File: src/timer_unit_pkg.sv
// constants, enumerations and state carriers for the three-timer unit
package timer_unit_pkg;

  // register bank bases; byte address = base + 4 * index
  localparam logic [11:0] BANK0_BASE      = 12'h000;
  localparam logic [11:0] BANK1_BASE      = 12'h040;
  localparam logic [11:0] SFR_BASE        = 12'h080;

  localparam logic [11:0] IDX_CAP_CTRL    = 12'h005;
  localparam logic [11:0] IDX_CAP_DATA_A  = 12'h006;
  localparam logic [11:0] IDX_CAP_DATA_B  = 12'h007;
  localparam logic [11:0] IDX_WIN_CTRL    = 12'h008;
  localparam logic [11:0] IDX_WIN_CMP_HI  = 12'h009;
  localparam logic [11:0] IDX_WIN_CMP_LO  = 12'h00A;
  localparam logic [11:0] IDX_EDGE_CTRL   = 12'h00B;
  localparam logic [11:0] IDX_DIV_CTRL    = 12'h00B;
  localparam logic [11:0] IDX_DIV_DATA    = 12'h00C;
  localparam logic [11:0] IDX_FLAGS       = 12'h00E;
  localparam logic [11:0] IDX_MASK        = 12'h00E;

  localparam logic [11:0] ADDR_CAP_CTRL   = BANK1_BASE + (IDX_CAP_CTRL << 2);
  localparam logic [11:0] ADDR_CAP_DATA_A = BANK1_BASE + (IDX_CAP_DATA_A << 2);
  localparam logic [11:0] ADDR_CAP_DATA_B = BANK1_BASE + (IDX_CAP_DATA_B << 2);
  localparam logic [11:0] ADDR_WIN_CTRL   = BANK1_BASE + (IDX_WIN_CTRL << 2);
  localparam logic [11:0] ADDR_WIN_CMP_HI = BANK1_BASE + (IDX_WIN_CMP_HI << 2);
  localparam logic [11:0] ADDR_WIN_CMP_LO = BANK1_BASE + (IDX_WIN_CMP_LO << 2);
  localparam logic [11:0] ADDR_EDGE_CTRL  = SFR_BASE + (IDX_EDGE_CTRL << 2);
  localparam logic [11:0] ADDR_DIV_CTRL   = BANK0_BASE + (IDX_DIV_CTRL << 2);
  localparam logic [11:0] ADDR_DIV_DATA   = BANK0_BASE + (IDX_DIV_DATA << 2);
  localparam logic [11:0] ADDR_FLAGS      = BANK0_BASE + (IDX_FLAGS << 2);
  localparam logic [11:0] ADDR_MASK       = SFR_BASE + (IDX_MASK << 2);

  // field positions
  localparam int unsigned WIN_MODE_BIT    = 4;
  localparam int unsigned WIN_START_BIT   = 3;
  localparam int unsigned CAP_SNAP_BIT    = 7;
  localparam int unsigned CAP_START_BIT   = 6;
  localparam int unsigned CAP_MODE_BIT    = 3;
  localparam int unsigned DIV_FF_CTL_BIT  = 7;
  localparam int unsigned DIV_FF_VAL_BIT  = 6;
  localparam int unsigned DIV_START_BIT   = 5;
  localparam int unsigned EDGE_WIN_BIT    = 0;
  localparam int unsigned EDGE_CAP_BIT    = 3;
  localparam int unsigned FLAG_WIN_BIT    = 6;
  localparam int unsigned FLAG_DIV_BIT    = 2;
  localparam int unsigned FLAG_CAP_BIT    = 0;

  // writable bits; the rest read as zero
  localparam logic [7:0]  WIN_CTRL_MASK   = 8'h1F;
  localparam logic [7:0]  CAP_CTRL_MASK   = 8'hF8;
  localparam logic [7:0]  EDGE_CTRL_MASK  = 8'hDB;
  localparam logic [7:0]  FLAG_MASK       = 8'h45;

  localparam logic [7:0]  RST_BYTE        = 8'h00;
  localparam logic [15:0] RST_WORD        = 16'h0000;
  localparam logic [7:0]  CAP_OVF_VALUE   = 8'hFF;
  localparam logic [7:0]  CNT_MAX8        = 8'hFF;

  // clock-select codes that pick the external pin
  localparam logic [2:0]  WIN_EXT_SEL     = 3'h7;
  localparam logic [1:0]  CAP_EXT_SEL     = 2'h3;
  localparam logic [2:0]  DIV_EXT_SEL     = 3'h7;

  typedef enum logic [1:0] {
    DIV_TIMER = 2'b00,
    DIV_PDO   = 2'b01,
    DIV_PWM   = 2'b10,
    DIV_RSVD  = 2'b11
  } div_mode_t;

  typedef struct packed {
    logic level;
    logic rise;
    logic fall;
  } pin_edge_t;

  typedef struct packed {
    logic meta;
    logic level;
    logic prev;
  } pin_sync_t;

  typedef struct packed {
    logic [15:0] presc;
    logic [7:0]  win_ctrl;
    logic [7:0]  win_cmp_hi;
    logic [7:0]  win_cmp_lo;
    logic        win_inhibit;
    logic [15:0] win_cnt;
    logic [7:0]  cap_ctrl;
    logic [7:0]  cap_data_a;
    logic [7:0]  cap_data_b;
    logic [7:0]  cap_cnt;
    logic        cap_hold;
    logic [7:0]  edge_ctrl;
    logic [7:0]  div_ctrl;
    logic [7:0]  div_data;
    logic [7:0]  div_active;
    logic [7:0]  div_cnt;
    logic        div_ff;
    logic        div_out_n;
    logic [7:0]  flags;
    logic [7:0]  mask;
    logic [31:0] prdata;
    logic        irq;
  } unit_state_t;

endpackage : timer_unit_pkg

File: src/timer_unit.sv
// three timer/counters with apb register access
//
// Contract
// - window timer mode counts internal clock; compare match flags, clears, continues.
// - window counter mode counts selected pin edge; same match behaviour.
// - window mode counts internal clock gated by pin; match flags and clears.
// - writing low compare byte blocks matching until high byte is written.
// - capture timer mode counts internal clock; match with data a clears.
// - snapshot bit copies count into data b outside capture mode, then self-clears.
// - capture counter mode counts one chosen pin edge, never both.
// - capture mode leading edge stores count in data a, clears, flags.
// - capture mode trailing edge stores count in data b, no clear.
// - overflow before edge loads all ones into data a and flags.
// - after capture or overflow, detection halts until data a is read.
// - divider timer mode counts internal clock; match flags and clears.
// - divider counter mode counts rising pin edges; same match behaviour.
// - divider output mode toggles flop, clears on match; pin is inverted flop.
// - divider output mode flags on every match toggle of the output pin.
// - divider flop is software settable and reset to zero.
// - pwm mode toggles on match, toggles and clears on overflow.
// - pwm mode flags once per counter overflow.
// - pwm compare is double buffered, taken at period end or when the start bit is set.
// - setting divider start bit loads compare into the active stage.
`timescale 1ns/100ps
module timer_unit
  import timer_unit_pkg::*;
(
  input  wire logic        clk_sys,
  input  wire logic        srst,
  input  wire logic [11:0] paddr,
  input  wire logic        psel,
  input  wire logic        penable,
  input  wire logic        pwrite,
  input  wire logic [31:0] pwdata,
  output logic [31:0]      prdata,
  output logic             pready,
  output logic             pslverr,
  input  wire logic        window_timer_input_pin,
  input  wire logic        capture_timer_input_pin,
  input  wire logic        divider_timer_input_pin,
  output logic             divider_output_pin_n,
  output logic             timer_irq
);

  unit_state_t s_q;
  unit_state_t s_d;

  pin_edge_t   win_pin;
  pin_edge_t   cap_pin;
  pin_edge_t   div_pin;

  logic        apb_wr;
  logic        apb_rd;
  logic        addr_hit;
  logic [7:0]  rd_byte;
  logic        win_tick;
  logic        win_evt;
  logic        win_set;
  logic [15:0] win_cmp;
  logic        cap_tick;
  logic        cap_lead;
  logic        cap_trail;
  logic        cap_evt;
  logic        cap_set;
  logic        cap_snap_take;
  logic        div_tick;
  logic        div_evt;
  logic        div_set;
  logic        pwm_wrap;
  div_mode_t   div_mode;

  // tick every 2**sel system clocks from the free-running prescaler
  function automatic logic tick_of(input logic [15:0] presc,
                                   input logic [2:0]  sel);
    logic [15:0] m;
    m = (16'h0001 << sel) - 16'h0001;
    return (presc & m) == m;
  endfunction : tick_of

  pin_sync_edge #(.RESET_LEVEL(1'b0)) u_win_sync (
    .clk_sys (clk_sys),
    .srst    (srst),
    .pin     (window_timer_input_pin),
    .edges   (win_pin)
  );

  pin_sync_edge #(.RESET_LEVEL(1'b0)) u_cap_sync (
    .clk_sys (clk_sys),
    .srst    (srst),
    .pin     (capture_timer_input_pin),
    .edges   (cap_pin)
  );

  pin_sync_edge #(.RESET_LEVEL(1'b0)) u_div_sync (
    .clk_sys (clk_sys),
    .srst    (srst),
    .pin     (divider_timer_input_pin),
    .edges   (div_pin)
  );

  // zero-wait slave; read data latched in the setup cycle
  assign apb_wr   = psel & penable & pwrite;
  assign apb_rd   = psel & penable & ~pwrite;
  assign pready   = 1'b1;
  assign pslverr  = psel & penable & ~addr_hit;

  always_comb begin
    addr_hit = 1'b1;
    rd_byte  = 8'h00;
    case (paddr)
      ADDR_CAP_CTRL:   rd_byte = s_q.cap_ctrl;
      ADDR_CAP_DATA_A: rd_byte = s_q.cap_data_a;
      ADDR_CAP_DATA_B: rd_byte = s_q.cap_data_b;
      ADDR_WIN_CTRL:   rd_byte = s_q.win_ctrl;
      ADDR_WIN_CMP_HI: rd_byte = s_q.win_cmp_hi;
      ADDR_WIN_CMP_LO: rd_byte = s_q.win_cmp_lo;
      ADDR_EDGE_CTRL:  rd_byte = s_q.edge_ctrl;
      ADDR_DIV_CTRL:   rd_byte = s_q.div_ctrl;
      ADDR_DIV_DATA:   rd_byte = s_q.div_data;
      ADDR_FLAGS:      rd_byte = s_q.flags;
      ADDR_MASK:       rd_byte = s_q.mask;
      default:         addr_hit = 1'b0;
    endcase
  end

  always_comb begin
    s_d           = s_q;
    s_d.presc     = s_q.presc + 16'h0001;
    win_set       = 1'b0;
    cap_set       = 1'b0;
    div_set       = 1'b0;
    cap_evt       = 1'b0;
    div_evt       = 1'b0;
    pwm_wrap      = 1'b0;
    div_mode      = div_mode_t'(s_q.div_ctrl[1:0]);

    // window timer
    win_cmp  = {s_q.win_cmp_hi, s_q.win_cmp_lo};
    win_tick = tick_of(s_q.presc, s_q.win_ctrl[2:0]);
    if (s_q.win_ctrl[WIN_MODE_BIT]) begin
      win_evt = win_tick & win_pin.level;
    end else if (s_q.win_ctrl[2:0] == WIN_EXT_SEL) begin
      win_evt = s_q.edge_ctrl[EDGE_WIN_BIT] ? win_pin.fall
                                            : win_pin.rise;
    end else begin
      win_evt = win_tick;
    end
    win_evt = win_evt & s_q.win_ctrl[WIN_START_BIT];
    if (win_evt) begin
      if (!s_q.win_inhibit && s_q.win_cnt == win_cmp) begin
        s_d.win_cnt = RST_WORD;
        win_set     = 1'b1;
      end else begin
        s_d.win_cnt = s_q.win_cnt + 16'h0001;
      end
    end

    // capture timer; a read of data a re-arms before new edges are seen
    if (apb_rd && paddr == ADDR_CAP_DATA_A) begin
      s_d.cap_hold = 1'b0;
    end
    cap_tick  = tick_of(s_q.presc, {1'b0, s_q.cap_ctrl[5:4]});
    cap_lead  = s_q.edge_ctrl[EDGE_CAP_BIT] ? cap_pin.fall
                                            : cap_pin.rise;
    cap_trail = s_q.edge_ctrl[EDGE_CAP_BIT] ? cap_pin.rise
                                            : cap_pin.fall;
    cap_snap_take = s_q.cap_ctrl[CAP_SNAP_BIT] & ~s_q.cap_ctrl[CAP_MODE_BIT];
    if (cap_snap_take) begin
      s_d.cap_data_b = s_q.cap_cnt;
    end
    s_d.cap_ctrl[CAP_SNAP_BIT] = 1'b0;
    if (s_q.cap_ctrl[CAP_START_BIT]) begin
      if (s_q.cap_ctrl[CAP_MODE_BIT]) begin
        if (cap_tick) begin
          s_d.cap_cnt = s_q.cap_cnt + 8'h01;
        end
        if (s_d.cap_hold == 1'b0) begin
          if (cap_lead) begin
            s_d.cap_data_a = s_q.cap_cnt;
            s_d.cap_cnt    = RST_BYTE;
            s_d.cap_hold   = 1'b1;
            cap_set        = 1'b1;
          end else if (cap_tick && s_q.cap_cnt == CNT_MAX8) begin
            s_d.cap_data_a = CAP_OVF_VALUE;
            s_d.cap_hold   = 1'b1;
            cap_set        = 1'b1;
          end else if (cap_trail) begin
            s_d.cap_data_b = s_q.cap_cnt;
          end
        end
      end else begin
        cap_evt = (s_q.cap_ctrl[5:4] == CAP_EXT_SEL) ? cap_lead
                                                     : cap_tick;
        if (cap_evt) begin
          if (s_q.cap_cnt == s_q.cap_data_a) begin
            s_d.cap_cnt = RST_BYTE;
            cap_set     = 1'b1;
          end else begin
            s_d.cap_cnt = s_q.cap_cnt + 8'h01;
          end
        end
      end
    end

    // divider timer
    div_tick = tick_of(s_q.presc, s_q.div_ctrl[4:2]);
    if (s_q.div_ctrl[DIV_START_BIT]) begin
      case (div_mode)
        DIV_PDO: begin
          if (div_tick) begin
            if (s_q.div_cnt == s_q.div_data) begin
              s_d.div_ff  = ~s_q.div_ff;
              s_d.div_cnt = RST_BYTE;
              div_set     = 1'b1;
            end else begin
              s_d.div_cnt = s_q.div_cnt + 8'h01;
            end
          end
        end
        DIV_PWM: begin
          if (div_tick) begin
            // a compare of all ones toggles twice: a flat output
            s_d.div_ff = s_q.div_ff ^ (s_q.div_cnt == s_q.div_active)
                                   ^ (s_q.div_cnt == CNT_MAX8);
            if (s_q.div_cnt == CNT_MAX8) begin
              pwm_wrap       = 1'b1;
              s_d.div_cnt    = RST_BYTE;
              s_d.div_active = s_q.div_data;
              div_set        = 1'b1;
            end else begin
              s_d.div_cnt = s_q.div_cnt + 8'h01;
            end
          end
        end
        default: begin
          div_evt = (s_q.div_ctrl[4:2] == DIV_EXT_SEL) ? div_pin.rise
                                                       : div_tick;
          if (div_evt) begin
            if (s_q.div_cnt == s_q.div_data) begin
              s_d.div_cnt = RST_BYTE;
              div_set     = 1'b1;
            end else begin
              s_d.div_cnt = s_q.div_cnt + 8'h01;
            end
          end
        end
      endcase
    end

    // software writes; hardware flag sets are merged after them
    if (apb_wr) begin
      case (paddr)
        ADDR_CAP_CTRL:   s_d.cap_ctrl   = pwdata[7:0] & CAP_CTRL_MASK;
        ADDR_CAP_DATA_A: s_d.cap_data_a = pwdata[7:0];
        ADDR_CAP_DATA_B: s_d.cap_data_b = pwdata[7:0];
        ADDR_WIN_CTRL:   s_d.win_ctrl   = pwdata[7:0] & WIN_CTRL_MASK;
        ADDR_WIN_CMP_HI: begin
          s_d.win_cmp_hi  = pwdata[7:0];
          s_d.win_inhibit = 1'b0;
        end
        ADDR_WIN_CMP_LO: begin
          s_d.win_cmp_lo  = pwdata[7:0];
          s_d.win_inhibit = 1'b1;
        end
        ADDR_EDGE_CTRL:  s_d.edge_ctrl  = pwdata[7:0] & EDGE_CTRL_MASK;
        ADDR_DIV_CTRL: begin
          s_d.div_ctrl = pwdata[7:0];
          if (pwdata[DIV_FF_CTL_BIT]) begin
            s_d.div_ff = pwdata[DIV_FF_VAL_BIT];
          end
          if (pwdata[DIV_START_BIT] && !s_q.div_ctrl[DIV_START_BIT]) begin
            s_d.div_active = s_q.div_data;
          end
        end
        ADDR_DIV_DATA:   s_d.div_data   = pwdata[7:0];
        ADDR_FLAGS:      s_d.flags      = pwdata[7:0] & FLAG_MASK;
        ADDR_MASK:       s_d.mask       = pwdata[7:0] & FLAG_MASK;
        default:         s_d.flags      = s_d.flags;
      endcase
    end

    // set wins over a clearing write in the same cycle
    s_d.flags[FLAG_WIN_BIT] = s_d.flags[FLAG_WIN_BIT] | win_set;
    s_d.flags[FLAG_CAP_BIT] = s_d.flags[FLAG_CAP_BIT] | cap_set;
    s_d.flags[FLAG_DIV_BIT] = s_d.flags[FLAG_DIV_BIT] | div_set;
    s_d.irq       = |(s_d.flags & s_d.mask);
    s_d.div_out_n = ~s_d.div_ff;

    if (psel && !penable) begin
      s_d.prdata = {24'h000000, rd_byte};
    end
  end

  always_ff @(posedge clk_sys) begin
    if (srst) begin
      s_q           <= '0;
      s_q.div_out_n <= 1'b1;
    end else begin
      s_q <= s_d;
    end
  end

  assign prdata               = s_q.prdata;
  assign divider_output_pin_n = s_q.div_out_n;
  assign timer_irq            = s_q.irq;
endmodule : timer_unit

File: src/pin_sync_edge.sv
// two-flop pin synchroniser with edge pulses
`timescale 1ns/100ps
module pin_sync_edge
  import timer_unit_pkg::*;
#(
  parameter logic RESET_LEVEL = 1'b0
) (
  input  wire logic clk_sys,
  input  wire logic srst,
  input  wire logic pin,
  output pin_edge_t edges
);

  pin_sync_t s_q;
  pin_sync_t s_d;

  // meta is read by level only
  always_comb begin
    s_d       = s_q;
    s_d.meta  = pin;
    s_d.level = s_q.meta;
    s_d.prev  = s_q.level;
  end

  always_ff @(posedge clk_sys) begin
    if (srst) begin
      s_q <= {RESET_LEVEL, RESET_LEVEL, RESET_LEVEL};
    end else begin
      s_q <= s_d;
    end
  end

  assign edges.level = s_q.level;
  assign edges.rise  = s_q.level & ~s_q.prev;
  assign edges.fall  = ~s_q.level & s_q.prev;

endmodule : pin_sync_edge

File: config.mk
export PLATFORM = sky130hd
export DESIGN_NAME = timer_unit
export DESIGN_NICKNAME = d
export VERILOG_FILES = /design/src/timer_unit_pkg.sv /design/src/timer_unit.sv /design/src/pin_sync_edge.sv
export SDC_FILE = /design/constraint.sdc
export NUM_CORES = 1
export LEC_CHECK = 0
export BUFFER_PORTS_ARGS = -buffer_cell sky130_fd_sc_hd__buf_4
export CAP_MARGIN = 20
export CORE_MARGIN = 2
export CORE_UTILIZATION = 30
export DETAILED_ROUTE_END_ITERATION = 8
export HOLD_SLACK_MARGIN = 0.02
export PLACE_DENSITY = 0.56
export SYNTH_ARGS = -nofsm -noshare
export SYNTH_HDL_FRONTEND = slang
export SYNTH_HIERARCHICAL = 1
export SYNTH_SLANG_ARGS = --single-unit
File: constraint.sdc
create_clock -name clk_sys -period 3.97 [get_ports clk_sys]
set_input_delay 0.1985 -clock clk_sys [delete_from_list [all_inputs] [get_ports clk_sys]]
set_output_delay 0.1985 -clock clk_sys [all_outputs]
set_load 0.05 [all_outputs]
# Yosys cells after proc, flatten, opt, wreduce, memory -nomap -nowiden

Cells that the tools add are included.

Register bits: 158
Bits of input ports: 52
Output and inout bits: 36
Word-level logic and storage cells: 192

$add $sub $neg: 7
Equal/unequal tests: 27
Shift operators: 3
Mux-type cells: 66
Bitwise logic cells: 33
Reductions and logical operators: 24

Operators with widths:

| operator              | count |
|---|---|
| $mux 8                | 23 |
| $pmux 8 s11           | 1 |
| $eq 12x7->1 const B   | 6 |
| $eq 16x16->1          | 4 |
| $mux 16               | 4 |
| $mux 25               | 2 |
| $and 16x16->16        | 3 |
| $sub 16x1->16 const B | 3 |
| $eq 12x6->1 const B   | 3 |
| $mux 17               | 2 |
| $add 16x1->16 const B | 2 |
| $shl 1x3->16 const A  | 2 |
| $mux 1                | 29 |
| $eq 12x8->1 const B   | 2 |
| $eq 8x8->1            | 3 |
| $reduce_and 2->1      | 9 |
| $add 8x1->8 const B   | 2 |
| $eq 8x8->1 const B    | 2 |
| $pmux 8 s2            | 1 |
| $shl 1x2->16 const A  | 1 |
| $and 1x1->1           | 12 |
| $not 1->1             | 12 |
| $reduce_or 11->1      | 1 |
| $mux 9                | 1 |
| other kinds (15)      | 30 |

# Depth between registers and ports, before layout

Depth after elaboration: 13
Gate-level depth with buffers: 12
Depth with buffers taken out: 10

# Modules after synthesis

Netlist, hierarchy kept.

Modules (own cells, without submodules):

| module        | instances | cells each | area each (um2) | seq. area each (um2) |
|---|---|---|---|---|
| timer_unit    | 1         | 990        | 8164.1          | 2982.9 |
| pin_sync_edge | 3         | 9          | 98.8            | 60.1 |

# Least setup slack after synthesis

OpenSTA, ideal clock, no wires.

Path kind: register -> register
From: register s_q[158] (netlist bit)
To: register s_q[135] (netlist bit)
Library setup time: 0.115 ns
Arrival: 2.671 ns
Setup slack: 1.185 ns
Stages on the path, launching flop included: 12
Path buffers: 2
Period minus slack after synthesis: 2.785 ns
Cells stage by stage: dfxtp_1 > clkbuf_1 > or3_1 > ha_1 > o22ai_1 > a21oi_1 > nand4_1 > o41ai_1 > clkbuf_1 > nand4_1 > xnor2_1 > and2_1

Cells in the longest elaborated chain, start to end: 7

RTL lines:

| what                                  | RTL line                             | text |
|---|---|---|
| start: declaration                    | timer_unit.sv:45                     | `unit_state_t s_q;` |
| $shl 1x3->16                          | timer_unit.sv:76                     | `m = (16'h0001 << sel) - 16'h0001;` |
| $sub 16x1->16                         | timer_unit.sv:76                     |  |
| $and 16x16->16                        | timer_unit.sv:77                     | `return (presc & m) == m;` |
| $eq 16x16->1                          | timer_unit.sv:77                     |  |
| $mux 1 or $and 1x1->1 (tied branches) | timer_unit.sv:142, timer_unit.sv:141 |  |
| $mux 1 *                              | timer_unit.sv:140                    | `if (s_q.win_ctrl[WIN_MODE_BIT]) begin` |
| $and 1x1->1 *                         | timer_unit.sv:148                    | `win_evt = win_evt & s_q.win_ctrl[WIN_START_BIT];` |

Mark *: on every way between the ends. The rest lies on a longest branch, timed or not.
A chain may end at the register's enable or synchronous reset.

# Worst setup path after layout

From: register s_q[158] (netlist bit)
To: register s_q[136] (netlist bit)

Same word-level chain as after synthesis.

==> results.toml <==
[timing]
setup_ws_ps = 909.1
setup_viol = 0
fin_crit_sh_pct = 77.10
slew_headroom_pct = 23.55
maxSlewViolCount = 0
tightestPinTransition_ps = 1118
hold_violations = 0
rsz0062_at_grt = "no"
skew_ps = 12.25
max_clock_freq_mhz = 326.7
hold_ws_ps = 103.2
fin_crit_ps = 3061
setup_tns_ps = 0

[die]
die_w_microns = 171.7
io_pins = 88
core_area_sq_um = 27710
die_height_microns = 171.7
die_area_sq_um = 29490
fp-row-count = 61
start_util_pct = 30.46

[worst_setup_path]
crit_path_end_kind = "flop"
critPathArrivalTime_ps = 3420
cp.required_ps = 4330
cp-start-kind = "flop"
critPathMaxFanout = 13
rrSetupSlack_ps = 910
worst-setup-path-type = "reg2reg"

[outcome]
outcome = "finished, final reports clean"

[power_and_ir_drop]
ir_drop_v = 0.0003026
leakage_nw = 3.587
total_power_mw = 3.453
powerDensity_nw_per_um2 = 362.3

[cells_and_area]
regMostFlops = "s_q"
diodes = 0
nNetsFinal = 1077
largest_register_ffs = 137
fin_area_sq_um = 9530
drive_above_1_share_pct = 10.41
instances_no_fill = 1406
utilization_pct = 34.40
area_growth_syn_to_layout_pct = 12.93

[placement]
portBuffers = 38
dp_slack_ps = 968.8
dp_hpwl_microns = 17920
place_inst = 1371
gp_congestion = 0.9000
post_dp_cell_area_sq_um = 8912

[clock_network]
numCtsBuffers = 17
clkLatencyLatePin_ps = 430
clk_pin_slew_ps = 70
clockBufferDepth = 2
cts_tree = "yes"
root_buffer = "clkbuf_16"
htreeDepth = 4
postCtsSetupBuffers = 0
cts_resized = 0
cts.sinks = 158
cts_hold_buffers = 3

[routing]
wl_per_cell_microns = 17.58
wl_microns = 24720
drc = 0
drtPass1Iterations = 5
drt_iter0_markers = 638
vias_per_cell = 5.221
dr_total_vias = 7341
drtAntennaViolNets = 0

[logic_synthesis]
syn_inst = 1014
synth_area_sq_um = 8439
syn_area_per_cell_sq_um = 8.323
yosys_warnings = 6

[global_routing]
grt_pass1_wl_microns = 39060
groute.usage.overall_pct = 17.10
antenna_found_initial = 0
grt_max_degree = 64
grt_overflow = 0
grt_pass1_vias = 6805

[run]
cap_violations = 0

[worst_hold_path]
holdCritPathClass = "in2reg"
routing by layer:
| layer | vias up | track usage (%) | part of all wire [%] |
|---|---|---|---|
| li1 | 3570 | - | - |
| met1 | 3511 | 23.89 | 47 |
| met2 | 229 | 26.66 | 45 |
| met3 | 31 | 2.922 | 5.5 |
| met4 | 0 | 5.527 | 2.1 |
| met5 | - | 0 | 0 |
cell usage in the layout (no fill, tap or decap), types with 16 or more instances in the layout:
| cell type | instances |
|---|---|
| conb_1 | 25 |
| nand2_1 | 102 |
| xnor2_1 | 26 |
| nor3_1 | 20 |
| dfxtp_1 | 158 |
| o21ai_0 | 16 |
| buf_4 | 55 |
| xor2_1 | 48 |
| clkbuf_16 | 17 |
| nand4_1 | 22 |
| a211oi_1 | 16 |
| a21oi_1 | 55 |
| nor2_1 | 107 |
| nand3_1 | 46 |
| nor2b_1 | 25 |
| mux2i_1 | 43 |
| and2_1 | 19 |
where the power goes:
part           switching, mW  total (mW)  leakage, nW  internal, mW
sequential            0.0110        1.61         1.28          1.60
clock                  0.681        1.62        0.276         0.938
combinational          0.172       0.226         2.04        0.0542
cell type report:
cell class	count	area, sq um
fillers	2910	18170
multi-input cells	765	4807
flip-flops and latches	158	3163
clock buffers	22	484.2
well taps	378	473.0
repair buffers	58	442.9
clock inverters	10	103.9
inverters	15	56.30
worst paths after layout:
check	start	end	cells after the start
max reg2reg	s_q[158]	s_q[136]	11
min	pwdata[1]	s_q[109]	3
max	s_q[158]	s_q[136]	11
min reg2reg	u_win_sync/s_d[1]	u_win_sync/edges[2]	1
worst max-delay path, cell delays in order (launching register included):
cell and delay [ps]:
dfxtp_1 570, and3_1 250, inv_1 60, ha_1 270, o22ai_1 70, a21oi_1 140, nand4_1 120, o41ai_2 550
buf_4 290, nand3_1 170, or3_1 340, a21boi_0 160
Power figures use the tool's default switching activity.
